<file path="src/hw/ufc_params.svh">
// offsets, field positions and reset values of the fifo mapping block
`ifndef UFC_PARAMS_SVH
`define UFC_PARAMS_SVH
`define UFC_ADDR_W 9
`define UFC_OFS_EPMAP0 9'h1A0
`define UFC_OFS_EPMAP1 9'h1A4
`define UFC_OFS_FMAP 9'h1A8
`define UFC_OFS_FCFG 9'h1AC
`define UFC_OFS_STATUS 9'h1C0
`define UFC_FIFO_STEP 8
`define UFC_EPNO_LSB 0
`define UFC_DIR_LSB 4
`define UFC_KIND_LSB 0
`define UFC_CNT_LSB 2
`define UFC_SIZE_BIT 4
`define UFC_EN_BIT 5
`define UFC_EPQ_IN_LSB 0
`define UFC_EPQ_OUT_LSB 4
`define UFC_FMAP_RST 32'h0F0F0F0F
`define UFC_FMAP_MASK 32'h3F3F3F3F
`define UFC_FCFG_RST 32'h00000000
`define UFC_FCFG_MASK 32'h3F3F3F3F
`define UFC_EPMAP_RST 32'h33333333
`define UFC_EPMAP_MASK 32'h33333333
`define UFC_SMALL_MAX 16'h0200
`define UFC_LARGE_MAX 16'h0400
`endif

</file>
<file path="src/hw/ufc_pkg.sv">
// types of the fifo mapping block
package ufc_pkg;
  typedef enum logic [1:0] {
    UFC_DIR_OUT = 2'h0,
    UFC_DIR_IN = 2'h1,
    UFC_DIR_BIDIR = 2'h2,
    UFC_DIR_BAD = 2'h3
  } ufc_dir_t;
  typedef enum logic [1:0] {
    UFC_KIND_RSVD = 2'h0,
    UFC_KIND_ISO = 2'h1,
    UFC_KIND_BULK = 2'h2,
    UFC_KIND_INTR = 2'h3
  } ufc_kind_t;
  typedef enum logic [1:0] {
    UFC_CNT_ONE = 2'h0,
    UFC_CNT_TWO = 2'h1,
    UFC_CNT_THREE = 2'h2,
    UFC_CNT_RSVD = 2'h3
  } ufc_cnt_t;
endpackage

</file>
<file path="src/hw/ufc_cfg_word.sv">
// one masked configuration word with reset value
`timescale 1ns/1ps
`default_nettype none
module ufc_cfg_word #(
  parameter logic [31:0] RST = 32'h00000000,
  parameter logic [31:0] MASK = 32'hFFFFFFFF
) (
  input wire logic clk,
  input wire logic sys_rst,
  input wire logic wr_en,
  input wire logic [31:0] wr_data,
  output logic [31:0] word
);
  logic [31:0] word_reg;
  logic [31:0] word_next;
  always_comb begin
    word_next = word_reg;
    if (wr_en) begin
      word_next = wr_data & MASK;
    end
  end
  always_ff @(posedge clk or posedge sys_rst) begin
    if (sys_rst) begin
      word_reg <= RST;
    end else begin
      word_reg <= word_next;
    end
  end
  assign word = word_reg;
endmodule
`default_nettype wire

</file>
<file path="src/hw/ufc_fifo_map.sv">
// fifo to endpoint mapping and per-fifo buffer configuration registers
// Overview of operation
// RULE1: each of four fifos holds a 4-bit endpoint (reset all ones) and a 2-bit direction (reset out; 00 out, 01 in, 10 both; 11 never programmed).
//        the map word stores a written direction 11 as is, and a fifo with direction 11 never matches a lookup.
// RULE2: the map word holds fifo n direction at bits 8n+5:8n+4 and endpoint at 8n+3:8n.
// RULE3: a set enable bit enables its fifo; fifo 3 enable is bit 29 and all fifos start disabled.
// RULE4: fifo 2 enable is bit 21, size flag bit 20, block count bits 19:18, all reset zero.
// RULE5: the size flag selects a maximum packet of 512 bytes when clear and 1024 bytes when set.
// RULE6: the block count selects one, two or three buffers; code 11 is reserved.
// RULE7: the transfer kind selects isochronous 01, bulk 10, interrupt 11; 00 is reserved.
// RULE8: fifo 3 uses enable 29, size 28, count 27:26 and kind 25:24.
// RULE9: fifo 1 uses bits 13, 12, 11:10, 9:8 and fifo 0 bits 5, 4, 3:2, 1:0, all reset zero.
// RULE10: a per-endpoint map holds a 2-bit fifo number for each in and out endpoint, reset 11.
// RULE11: a disabled fifo neither accepts nor supplies packet data for any endpoint.
`timescale 1ns/1ps
`default_nettype none
`include "ufc_params.svh"
module ufc_fifo_map
  import ufc_pkg::*;
#(
  parameter int NUM_FIFOS = 4,
  parameter int NUM_EPS = 8
) (
  input wire logic clk,
  input wire logic sys_rst,
  input wire logic [8:0] reg_addr,
  input wire logic [31:0] reg_wdata,
  input wire logic reg_wr,
  input wire logic reg_rd,
  output logic [31:0] reg_rdata,
  // packet path request: endpoint number and direction (1 = in)
  input wire logic [3:0] pkt_ep,
  input wire logic pkt_is_in,
  input wire logic pkt_req,
  output logic pkt_hit,
  output logic [1:0] pkt_queue,
  output logic [10:0] pkt_max_size,
  output logic [1:0] pkt_buffer_count,
  output logic [1:0] pkt_transfer_kind,
  output logic [1:0] ep_route_queue,
  output logic [3:0] queue_enable
);
  // the byte-lane layout only has room for four fifos and eight endpoints
  if (NUM_FIFOS != 4 || NUM_EPS != 8) begin : g_bad_params
    $error("ufc_fifo_map serves exactly four fifos and eight endpoints");
  end

  // ===========================================================
  // register words
  logic [31:0] fmap_w, fcfg_w, epmap0_w, epmap1_w;
  logic wr_fmap, wr_fcfg, wr_ep0, wr_ep1;
  assign wr_fmap = reg_wr && reg_addr == `UFC_OFS_FMAP;
  assign wr_fcfg = reg_wr && reg_addr == `UFC_OFS_FCFG;
  assign wr_ep0 = reg_wr && reg_addr == `UFC_OFS_EPMAP0;
  assign wr_ep1 = reg_wr && reg_addr == `UFC_OFS_EPMAP1;

  // reserved bits are masked so they always read zero
  ufc_cfg_word #(.RST(`UFC_FMAP_RST), .MASK(`UFC_FMAP_MASK)) u_fmap ( // RULE1
    .clk(clk), .sys_rst(sys_rst), .wr_en(wr_fmap), .wr_data(reg_wdata),
    .word(fmap_w));
  ufc_cfg_word #(.RST(`UFC_FCFG_RST), .MASK(`UFC_FCFG_MASK)) u_fcfg ( // RULE3
    .clk(clk), .sys_rst(sys_rst), .wr_en(wr_fcfg), .wr_data(reg_wdata),
    .word(fcfg_w));
  ufc_cfg_word #(.RST(`UFC_EPMAP_RST), .MASK(`UFC_EPMAP_MASK)) u_ep0 ( // RULE10
    .clk(clk), .sys_rst(sys_rst), .wr_en(wr_ep0), .wr_data(reg_wdata),
    .word(epmap0_w));
  ufc_cfg_word #(.RST(`UFC_EPMAP_RST), .MASK(`UFC_EPMAP_MASK)) u_ep1 (
    .clk(clk), .sys_rst(sys_rst), .wr_en(wr_ep1), .wr_data(reg_wdata),
    .word(epmap1_w));

  // ===========================================================
  // field access
  function automatic logic [7:0] fbyte(input logic [31:0] w,
                                       input logic [1:0] q);
    fbyte = w[{q, 3'h0} +: 8]; // RULE2
  endfunction

  function automatic logic [3:0] q_ep(input logic [31:0] w,
                                      input logic [1:0] q);
    logic [7:0] b;
    b = fbyte(w, q);
    q_ep = b[`UFC_EPNO_LSB +: 4]; // RULE2
  endfunction

  function automatic logic [1:0] q_dir(input logic [31:0] w,
                                       input logic [1:0] q);
    logic [7:0] b;
    b = fbyte(w, q);
    q_dir = b[`UFC_DIR_LSB +: 2]; // RULE2
  endfunction

  // byte n of the cfg word: en 5, size 4, count 3:2, kind 1:0
  function automatic logic q_en(input logic [31:0] w, input logic [1:0] q);
    logic [7:0] b;
    b = fbyte(w, q);
    q_en = b[`UFC_EN_BIT]; // RULE3 RULE4 RULE8 RULE9
  endfunction

  // endpoint map: endpoint k (1..8) sits in byte (k-1)%4 of its word
  function automatic logic [1:0] ep_queue(input logic [3:0] ep,
                                          input logic is_in,
                                          input logic [31:0] w0,
                                          input logic [31:0] w1);
    logic [3:0] idx;
    logic [31:0] w;
    logic [7:0] lane;
    idx = ep - 4'h1;
    w = idx[2] ? w1 : w0;
    lane = w[{idx[1:0], 3'h0} +: 8];
    ep_queue = is_in ? lane[`UFC_EPQ_IN_LSB +: 2]
                     : lane[`UFC_EPQ_OUT_LSB +: 2]; // RULE10
  endfunction

  // ===========================================================
  // packet lookup
  logic hit_next;
  logic [1:0] q_next;
  logic [7:0] cfg_b;
  logic [1:0] dir_q;
  logic [1:0] route_next;
  always_comb begin
    hit_next = 1'b0;
    q_next = 2'h0;
    route_next = 2'h3;
    if (pkt_ep >= 4'h1 && pkt_ep <= 4'h8) begin
      route_next = ep_queue(pkt_ep, pkt_is_in, epmap0_w, epmap1_w);
    end
    for (int i = NUM_FIFOS - 1; i >= 0; i--) begin
      dir_q = q_dir(fmap_w, 2'(i));
      // a disabled fifo never matches, whatever its mapping
      if (pkt_req && q_en(fcfg_w, 2'(i)) && q_ep(fmap_w, 2'(i)) == pkt_ep &&
          (dir_q == UFC_DIR_BIDIR ||
           dir_q == (pkt_is_in ? UFC_DIR_IN : UFC_DIR_OUT))) begin // RULE11
        hit_next = 1'b1;
        q_next = 2'(i);
      end
    end
    cfg_b = fbyte(fcfg_w, q_next);
  end

  logic hit_reg;
  logic [1:0] q_reg, cnt_reg, kind_reg, route_reg;
  logic [10:0] max_reg;
  logic [3:0] en_reg;
  logic [31:0] rdata_reg, rdata_next;
  logic [10:0] max_next;
  logic [1:0] cnt_next;
  logic [1:0] kind_next;
  logic [3:0] en_next;
  always_comb begin
    max_next = 11'h000;
    cnt_next = 2'h0;
    kind_next = 2'h0;
    // fields of a missed lookup read zero so a stale fifo is never implied
    if (hit_next) begin
      max_next = cfg_b[`UFC_SIZE_BIT] ? 11'(`UFC_LARGE_MAX)
                                      : 11'(`UFC_SMALL_MAX); // RULE5
      cnt_next = cfg_b[`UFC_CNT_LSB +: 2]; // RULE6
      kind_next = cfg_b[`UFC_KIND_LSB +: 2]; // RULE7
    end
    en_next = {q_en(fcfg_w, 2'h3), q_en(fcfg_w, 2'h2),
               q_en(fcfg_w, 2'h1), q_en(fcfg_w, 2'h0)}; // RULE3
    rdata_next = 32'h00000000;
    if (reg_rd) begin
      unique case (reg_addr)
        `UFC_OFS_FMAP: rdata_next = fmap_w;
        `UFC_OFS_FCFG: rdata_next = fcfg_w;
        `UFC_OFS_EPMAP0: rdata_next = epmap0_w;
        `UFC_OFS_EPMAP1: rdata_next = epmap1_w;
        `UFC_OFS_STATUS: rdata_next = {28'h0000000, en_reg};
        default: rdata_next = 32'h00000000;
      endcase
    end
  end

  always_ff @(posedge clk or posedge sys_rst) begin
    if (sys_rst) begin
      hit_reg <= 1'b0;
      q_reg <= 2'h0;
      cnt_reg <= 2'h0;
      kind_reg <= 2'h0;
      max_reg <= 11'h000;
      route_reg <= 2'h3;
      en_reg <= 4'h0;
      rdata_reg <= 32'h00000000;
    end else begin
      hit_reg <= hit_next; // RULE11
      q_reg <= q_next;
      cnt_reg <= cnt_next;
      kind_reg <= kind_next;
      max_reg <= max_next;
      route_reg <= route_next;
      en_reg <= en_next;
      rdata_reg <= rdata_next;
    end
  end

  assign pkt_hit = hit_reg;
  assign pkt_queue = q_reg;
  assign pkt_buffer_count = cnt_reg;
  assign pkt_transfer_kind = kind_reg;
  assign pkt_max_size = max_reg;
  assign ep_route_queue = route_reg;
  assign queue_enable = en_reg;
  assign reg_rdata = rdata_reg;

  // ===========================================================
  // checks
  chk_disabled_no_hit: assert property (@(posedge clk) disable iff (sys_rst)
    pkt_hit |-> queue_enable[pkt_queue]) // RULE11
    else $error("hit on a disabled fifo");
  chk_fmap_reset_val: assert property (@(posedge clk) disable iff (sys_rst)
    $fell(sys_rst) |-> fmap_w == `UFC_FMAP_RST) // RULE1
    else $error("map word reset wrong");
  chk_fmap_field_pos: assert property (@(posedge clk) disable iff (sys_rst)
    (reg_wr && reg_addr == `UFC_OFS_FMAP) |=> fmap_w[29:28] ==
      $past(reg_wdata[29:28]) && fmap_w[31:30] == 2'h0) // RULE2
    else $error("map field not stored");
  chk_en3_bit_pos: assert property (@(posedge clk) disable iff (sys_rst)
    (reg_wr && reg_addr == `UFC_OFS_FCFG) |=> ##1
      queue_enable[3] == $past(reg_wdata[29], 2)) // RULE3 RULE8
    else $error("fifo 3 enable bit wrong");
  chk_en2_bit_pos: assert property (@(posedge clk) disable iff (sys_rst)
    (reg_wr && reg_addr == `UFC_OFS_FCFG) |=> fcfg_w[21:18] ==
      $past(reg_wdata[21:18])) // RULE4
    else $error("fifo 2 fields wrong");
  chk_max_size_sel: assert property (@(posedge clk) disable iff (sys_rst)
    pkt_hit |-> pkt_max_size == `UFC_SMALL_MAX ||
      pkt_max_size == `UFC_LARGE_MAX) // RULE5
    else $error("max size code wrong");
  chk_count_follows: assert property (@(posedge clk) disable iff (sys_rst)
    hit_next |=> pkt_buffer_count == $past(cfg_b[3:2])) // RULE6
    else $error("buffer count not forwarded");
  chk_kind_follows: assert property (@(posedge clk) disable iff (sys_rst)
    hit_next |=> pkt_transfer_kind == $past(cfg_b[1:0])) // RULE7
    else $error("transfer kind not forwarded");
  chk_fifo1_fields: assert property (@(posedge clk) disable iff (sys_rst)
    (reg_wr && reg_addr == `UFC_OFS_FCFG) |=> fcfg_w[13:8] ==
      $past(reg_wdata[13:8]) && fcfg_w[5:0] == $past(reg_wdata[5:0])) // RULE9
    else $error("fifo 1 or 0 fields wrong");
  chk_epmap_reset: assert property (@(posedge clk) disable iff (sys_rst)
    $fell(sys_rst) |-> epmap0_w == `UFC_EPMAP_RST) // RULE10
    else $error("endpoint map reset wrong");
  chk_read_latency: assert property (@(posedge clk) disable iff (sys_rst)
    (reg_rd && reg_addr == `UFC_OFS_FMAP && !reg_wr) |=>
      reg_rdata == $past(fmap_w))
    else $error("read data late or wrong");
  cov_hit: cover property (@(posedge clk) pkt_hit);
  cov_large: cover property (@(posedge clk)
    pkt_hit && pkt_max_size == `UFC_LARGE_MAX);
  cov_bidir_hit: cover property (@(posedge clk)
    hit_next && q_dir(fmap_w, q_next) == UFC_DIR_BIDIR);
endmodule
`default_nettype wire

</file>
<file path="config.mk">
export PLATFORM = sky130hd
export DESIGN_NAME = ufc_fifo_map
export DESIGN_NICKNAME = d
export VERILOG_FILES = /design/src/hw/ufc_pkg.sv /design/src/hw/ufc_cfg_word.sv /design/src/hw/ufc_fifo_map.sv
export VERILOG_INCLUDE_DIRS = /design/src /design/src/hw
export SDC_FILE = /design/constraint.sdc
export NUM_CORES = 1
export LEC_CHECK = 0
export BUFFER_PORTS_ARGS = -buffer_cell sky130_fd_sc_hd__buf_2
export CORE_ASPECT_RATIO = 0.5
export CORE_MARGIN = 4
export CORE_UTILIZATION = 40
export CTS_CLUSTER_SIZE = 12
export DETAILED_ROUTE_END_ITERATION = 7
export GPL_TIMING_DRIVEN = 0
export MAX_ROUTING_LAYER = met4
export SYNTH_ARGS = -nofsm -noshare
export SYNTH_HDL_FRONTEND = slang
export SYNTH_SLANG_ARGS = --single-unit
</file>
<file path="constraint.sdc">
create_clock -name clk -period 9.4 [get_ports clk]
set_input_delay 0 -clock clk [delete_from_list [all_inputs] [get_ports clk]]
set_output_delay 0 -clock clk [all_outputs]
set_load 0.02 [all_outputs]
</file>
==> key figures, run 1 <==
Status
  – Status: completed

Route
  – Iteration-0 DRC count of the detailed router: 313
  – Vias after detailed routing: 4099
  – Detail-routed net length per standard cell: 20.52 um
  – Total DRC errors in the routed layout: 0
  – Final Routed Wirelength: about 16 mm
  – Antenna violation net count after detailed routing: 0
  – Via/cell ratio: 5.358
  – 1st-pass router iterations: 8

Critical path
  – Standard cell with the maximum stage delay on the critical path: xnor2_1
  – CP required: 9.68 ns
  – Ordered cell list for the critical path: nor2b_1, xnor2_1, and3_1, buf_2, o311ai_0, o221a_2
  – Delay of the slowest cell on the worst path: 0.52 ns
  – Depth of the worst register-to-register path: 6
  – Data arrival time of the critical path: 2.40 ns
  – Category of the critical setup timing path: flip-flop to flip-flop
  – Startpoint Class: flip-flop
  – Category of the worst setup path capture point: flip-flop
  – Largest fanout on the critical path: 10

Timing
  – Pin slew with the least headroom to its limit: 0.8562 ns
  – Time the worst path needs with I/O delays and setup: around 2.1 ns
  – Relative slew slack: 0.4264
  – Skew final: 0.01018 ns
  – Tcrit/Tclk final: 0.2251
  – Sum Neg Setup Slack: 0 ns
  – FMAX: 472.5 MHz
  – Worst hold margin: 0.04484 ns
  – Final setup violation count: 0
  – Max-slew violation count: 0
  – Final hold vios: 0
  – RSZ-0062 raised after global routing: no
  – Final Worst Setup Slack: 7.284 ns

Synth
  – Portion of synthesized cell area occupied by the leading cell type: 0.2964
  – Main area contributors after synthesis: dfrtp_1 (30%), dfstp_2 (23%), mux2_2 (17%)
  – Compound-cell area share of the yosys netlist: 0.06465
  – Adder-cell area share of the yosys netlist: 0.004296
  – Count of flip-flops with a built-in enable after synthesis: 0
  – Fraction of registers with async set or reset after synthesis: 1.000
  – Multiplexer area fraction after synthesis: 0.2354
  – Xor/xnor cell area share of the yosys netlist: 0.03286
  – Sequential cell area fraction in the yosys report: 0.5219
  – Netlist cell types: 52
  – Dominant synthesized flop cell: dfrtp_1
  – Simple-gate portion of the synthesized area: 0.08333
  – Library cell with the largest summed area after synthesis: dfrtp_1
  – FF+latch count, synth: approximately 120
  – Mapped Cells: 420
  – Synthesized area per cell: approximately 14 sq um
  – Warnings from Yosys: 0
  – Largest family of logic cells by synthesized area: multiplexers
  – Synthesized area: 5826 sq um

Clock network
  – TritonCTS Buffers: 17
  – Clock Tree Root: clkbuf_16
  – Count of hold buffers inserted by post-cts repair: 26
  – Later-pin clock latency in the skew report: 0.41 ns
  – TritonCTS clock tree: done
  – Clock sink count: 119
  – Maximum clock path buffer count: 2
  – Clock slew at reported path FFs: 0.06 ns
  – CTS H-Tree Depth: 4
  – Cells resized by post-CTS repair: 0
  – Post-CTS setup repair buffer count: 0

Final layout
  – Multi-input gate area in the final layout: roughly 2500 sq um
  – Layout fillers: between 1000 and 1500
  – Number of standard cells in the final layout excluding fillers: 765
  – Layout Cell Area excl Fill: 7448 sq um
  – Storage element area: 3040 sq um
  – Count of nets after finishing: 612
  – Most used cells in the layout excluding fill and tap cells: mux2_2 (88), buf_2 (84), dfrtp_1 (69)
  – Share of final-layout standard cells stronger than drive strength 1: 0.5472
  – Final Util: 0.5363
  – Area growth from synthesis to layout: 27.86%
  – Most common cell after layout, fill and taps aside: mux2_2

Floorplanning
  – Effective utilization at floorplan: 0.4195
  – Die footprint: 16680 sq um
  – Std-Cell Core Area: 13890 sq um
  – Row count: 30
  – Die width: 178.7 um
  – Io pins: ~110
  – Die height: about 93 um

Placement
  – Number of cells in the design after placement: approximately 710
  – Sum of net half-perimeters after detailed placement: around 11 mm
  – Worst setup slack before clock tree synthesis: 7.018 ns
  – Placed Area: 6544 sq um
  – Global placer's final weighted congestion: just over 0.8
  – Input/output buffers: 77

Pwr
  – Largest vdd supply drop: 0.1301 mV
  – Total power density per cell area: 180.2 nW/um^2
  – Total chip power: 1.342 mW
  – Static Leak: 3.523 nW

Worst hold path
  – Path type of the worst min-delay path: input port to flip-flop
  – Worst hold stages: 3

Global route
  – Via count of the first global-routing pass: about 4000
  – Largest net degree at the start of global routing: 62
  – Global-route wire length before repair: 23.89 mm
  – Grt ovf: 0
  – Antenna violations before repair: 1
  – Overall fraction of global-route tracks in use: 0.1997

Job
  – Max Cap Viol: 0
-- worst max-delay path, delay by kind of cell (launching register included) --
kind / cells / cell delay (ns)
AOI/OAI and AO/OA: 2 / 0.47
xor gates and xnor gates: 1 / 0.52
buffers and inverters: 1 / 0.22
DFF: 1 / 0.38
and+or+nand+nor: 2 / 0.40
-- kinds of logic (layout without fill, tap and decap cells) --
| group | after synthesis | in the layout |
|---|---|---|
| compound gates | 42 | 42 |
| xor+xnor | 21 | 21 |
| fa+ha+maj | 2 | 2 |
| buf+inv | 51 | 187 |
| flops | 119 | 119 |
| mux | 111 | 111 |
| other cells | 1 | 18 |
| simple gates | 73 | 73 |
-- final timing paths --
check                           startpoint              endpoint  slack [ns]
hold / removal                   pkt_is_in     ep_route_queue[1]        0.04
hold reg to reg            u_fcfg.word[21]       queue_enable[2]        0.49
max in group asynchronous          sys_rst        u_ep1.word[21]        8.47
min in group asynchronous          sys_rst          pkt_queue[0]        0.20
setup / recovery           u_fmap.word[13]  pkt_transfer_kind[0]        7.28
setup reg to reg           u_fmap.word[13]  pkt_transfer_kind[0]        7.28
-- layer usage --
| metal | up-vias | track usage | part of all wire |
|---|---|---|---|
| met2 | 159 | 0.2856 | 0.43 |
| met5 | - | - | 0 |
| met4 | 0 | 0.04403 | 0.0076 |
| met1 | 2123 | 0.2840 | 0.49 |
| met3 | 13 | 0.05654 | 0.072 |
| li1 | 1804 | - | - |
-- where the power goes --
group	total, mW	internal, mW	switching (mW)
clock network	0.709	0.484	0.225
logic	0.0937	0.0438	0.0499
registers	0.539	0.529	0.0102
total	1.34	1.06	0.285
-- cell type report --
class / instances / area share
Antenna cell: 1 / 0.0003360
Clock inverter: 8 / 0.02285
Sequential cell: 119 / 0.4082
Buffer: 41 / 0.03948
Inverter: 10 / 0.005711
Clock buffer: 24 / 0.06333
Multi-Input combinational cell: 266 / 0.3375
Tap cell: 192 / 0.03225
Timing Repair Buffer: 104 / 0.09037
-- synth_stat cells, types with 6 or more instances --
master	n
mux2_2	88
a22oi_1	10
xor2_1	11
a222oi_1	16
xnor2_1	9
mux2_4	10
nand4_1	6
nor2_1	26
buf_4	19
dfrtp_1	69
mux4_2	8
inv_1	10
clkbuf_1	6
buf_2	7
dfstp_2	50
buf_6	8
No activity file was read; power rests on OpenSTA's default activity.
==> run 2, diff against run 1 <==
clock period = 2.14 ns   (was 9.4 ns; I/O delays follow)
==> key figures, run 2 (same netlist as run 1, synthesis figures left out) <==
Status
  – Status: completed

Final layout
  – Most common cell after layout, fill and taps aside: mux2_2
  – Area growth from synthesis to layout: 28.72%
  – Share of final-layout standard cells stronger than drive strength 1: 0.5573 (+0.01009)
  – Count of nets after finishing: 616 (+0.65%)
  – Most used cells in the layout excluding fill and tap cells: mux2_2 (88), buf_2 (84), dfrtp_1 (69)
  – Final Util: 0.5399 (+0.003604)

Floorplanning
  – Die height: 93.34 um (unchanged)
  – Die footprint: 16680 sq um (unchanged)
  – Die width: 178.7 um (unchanged)
  – Effective utilization at floorplan: 0.4195 (unchanged)
  – Io pins: 107 (unchanged)
  – Std-Cell Core Area: 13890 sq um (unchanged)
  – Row count: 30 (unchanged)

Global route
  – Largest net degree at the start of global routing: 43 (-31%)
  – Via count of the first global-routing pass: 4067 (+0.67%)
  – Overall fraction of global-route tracks in use: 0.2007 (+0.001010)
  – Global-route wire length before repair: 23.92 mm (+0.15%)
  – Antenna violations before repair: 1 (unchanged)
  – Grt ovf: 0 (unchanged)

Clock network
  – Clock sink count: 119 (unchanged)
  – TritonCTS clock tree: done
  – CTS H-Tree Depth: 4 (unchanged)
  – Clock slew at reported path FFs: 0.05 ns (about the same)
  – Maximum clock path buffer count: 2 (unchanged)
  – Later-pin clock latency in the skew report: 0.41 ns (about the same)
  – Clock Tree Root: clkbuf_16
  – TritonCTS Buffers: 17 (unchanged)

Timing
  – Final Worst Setup Slack: 0.07496 ns (-7.209 ns)
  – Max-slew violation count: 0 (unchanged)
  – Sum Neg Setup Slack: 0 ns (unchanged)
  – Pin slew with the least headroom to its limit: 0.8680 ns (+0.01183 ns)
  – Worst hold margin: 0.05837 ns (+0.01353 ns)
  – Relative slew slack: 0.4185 (-0.007923)
  – Final hold vios: 0 (unchanged)
  – Tcrit/Tclk final: 0.9650 (+0.7398)
  – Skew final: 0.006040 ns (-0.004141 ns)
  – Final setup violation count: 0 (unchanged)
  – Time the worst path needs with I/O delays and setup: 2.065 ns (-0.05117 ns)
  – FMAX: 484.3 MHz (+2.5%)

Critical path
  – Category of the worst setup path capture point: flip-flop
  – Largest fanout on the critical path: 10 (unchanged)
  – Reg-to-reg setup timing slack: 0.07 ns (-7.21 ns)
  – Data arrival time of the critical path: 2.35 ns (-0.05 ns)
  – Startpoint Class: flip-flop
  – Category of the critical setup timing path: flip-flop to flip-flop
  – CP required: 2.43 ns (-7.25 ns)

Placement
  – Worst setup slack before clock tree synthesis: -0.2471 ns (-7.265 ns)
  – Input/output buffers: 77 (unchanged)
  – Global placer's final weighted congestion: 0.8477 (+2.5%)
  – Sum of net half-perimeters after detailed placement: 11.19 mm (-0.57%)

Route
  – Vias after detailed routing: 4092 (-0.17%)
  – Antenna violation net count after detailed routing: 0 (unchanged)
  – Detail-routed net length per standard cell: 20.47 um (-0.24%)
  – Via/cell ratio: 5.314 (-0.82%)
  – Iteration-0 DRC count of the detailed router: 343 (+9.6%)
  – 1st-pass router iterations: 6 (-2)
  – Final Routed Wirelength: 15.76 mm (+0.41%)
  – Total DRC errors in the routed layout: 0 (unchanged)

Pwr
  – Total chip power: 5.894 mW (+340%)
  – Static Leak: 3.552 nW (+0.82%)
  – Total power density per cell area: 786.0 nW/um^2 (+340%)
  – Largest vdd supply drop: 0.4933 mV (+280%)

Worst hold path
  – Path type of the worst min-delay path: input port to flip-flop

Job
  – Max Cap Viol: 0 (unchanged)
==> run 2: where the power goes <==
| part | switching, mW | internal [mW] |
|---|---|---|
| logic | 0.221 | 0.196 |
| clock network | 0.984 | 2.12 |
| registers | 0.0461 | 2.32 |
| total | 1.25 | 4.64 |
==> run 2: through the flow <==
stage	cells	area (sq um)
3_5_place_dp	707	6555
2_1_floorplan	436	5889
5_1_grt	770	7498
3_3_place_gp	705	6515
6_report	770	7498
4_1_cts	765	7456
==> run 2: layer usage <==
metal / up-vias / wire, um / GRT usage
met2: 118 / 6906 / 0.2847
met1: 2133 / 7697 / 0.2896
met3: 11 / 996 / 0.04604
met4: 0 / 160 / 0.05552
li1: 1830 / - / -
met5: - / 0 / -
==> run 2: final cells by class <==
type / count / area, sq um
Fill cell: 1206 / 6390
Sequential cell: 119 / 3040
Clock buffer: 23 / 467.9
Tap cell: 192 / 240.2
Inverter: 10 / 41.29
Timing Repair Buffer: 108 / 708.2
Antenna cell: 2 / 5.005
Clock inverter: 9 / 172.7
Multi-Input combinational cell: 266 / 2529
Buffer: 41 / 294.0
==> run 2: critical path: stages, from the launching register on <==
cell and delay (ns):
dfstp_2 0.57, xor2_1 0.09, nor3_2 0.33, and3_2 0.28
buf_2 0.22, o311ai_0 0.17, o221a_2 0.29
==> run 2: final timing paths <==
path | from | end | cells past startpoint
worst max register to register | u_fmap.word[11] | pkt_transfer_kind[0] | 6
worst min register to register | u_fcfg.word[5] | queue_enable[0] | 0
max in group asynchronous | sys_rst | u_ep1.word[12] | 4
worst min-delay path | pkt_is_in | ep_route_queue[1] | 3
min in group asynchronous | sys_rst | reg_rdata[27] | 3
worst max-delay path | u_fmap.word[11] | pkt_transfer_kind[0] | 6
==> run 2: what timing repair did <==
action / in CTS / in global routing
hold endpoints to repair: 113 / 0
setup endpoints to repair: 0 / 5
setup buffers: 0 / 3
hold buffers: 26 / 0
gates resized for setup: 0 / 4
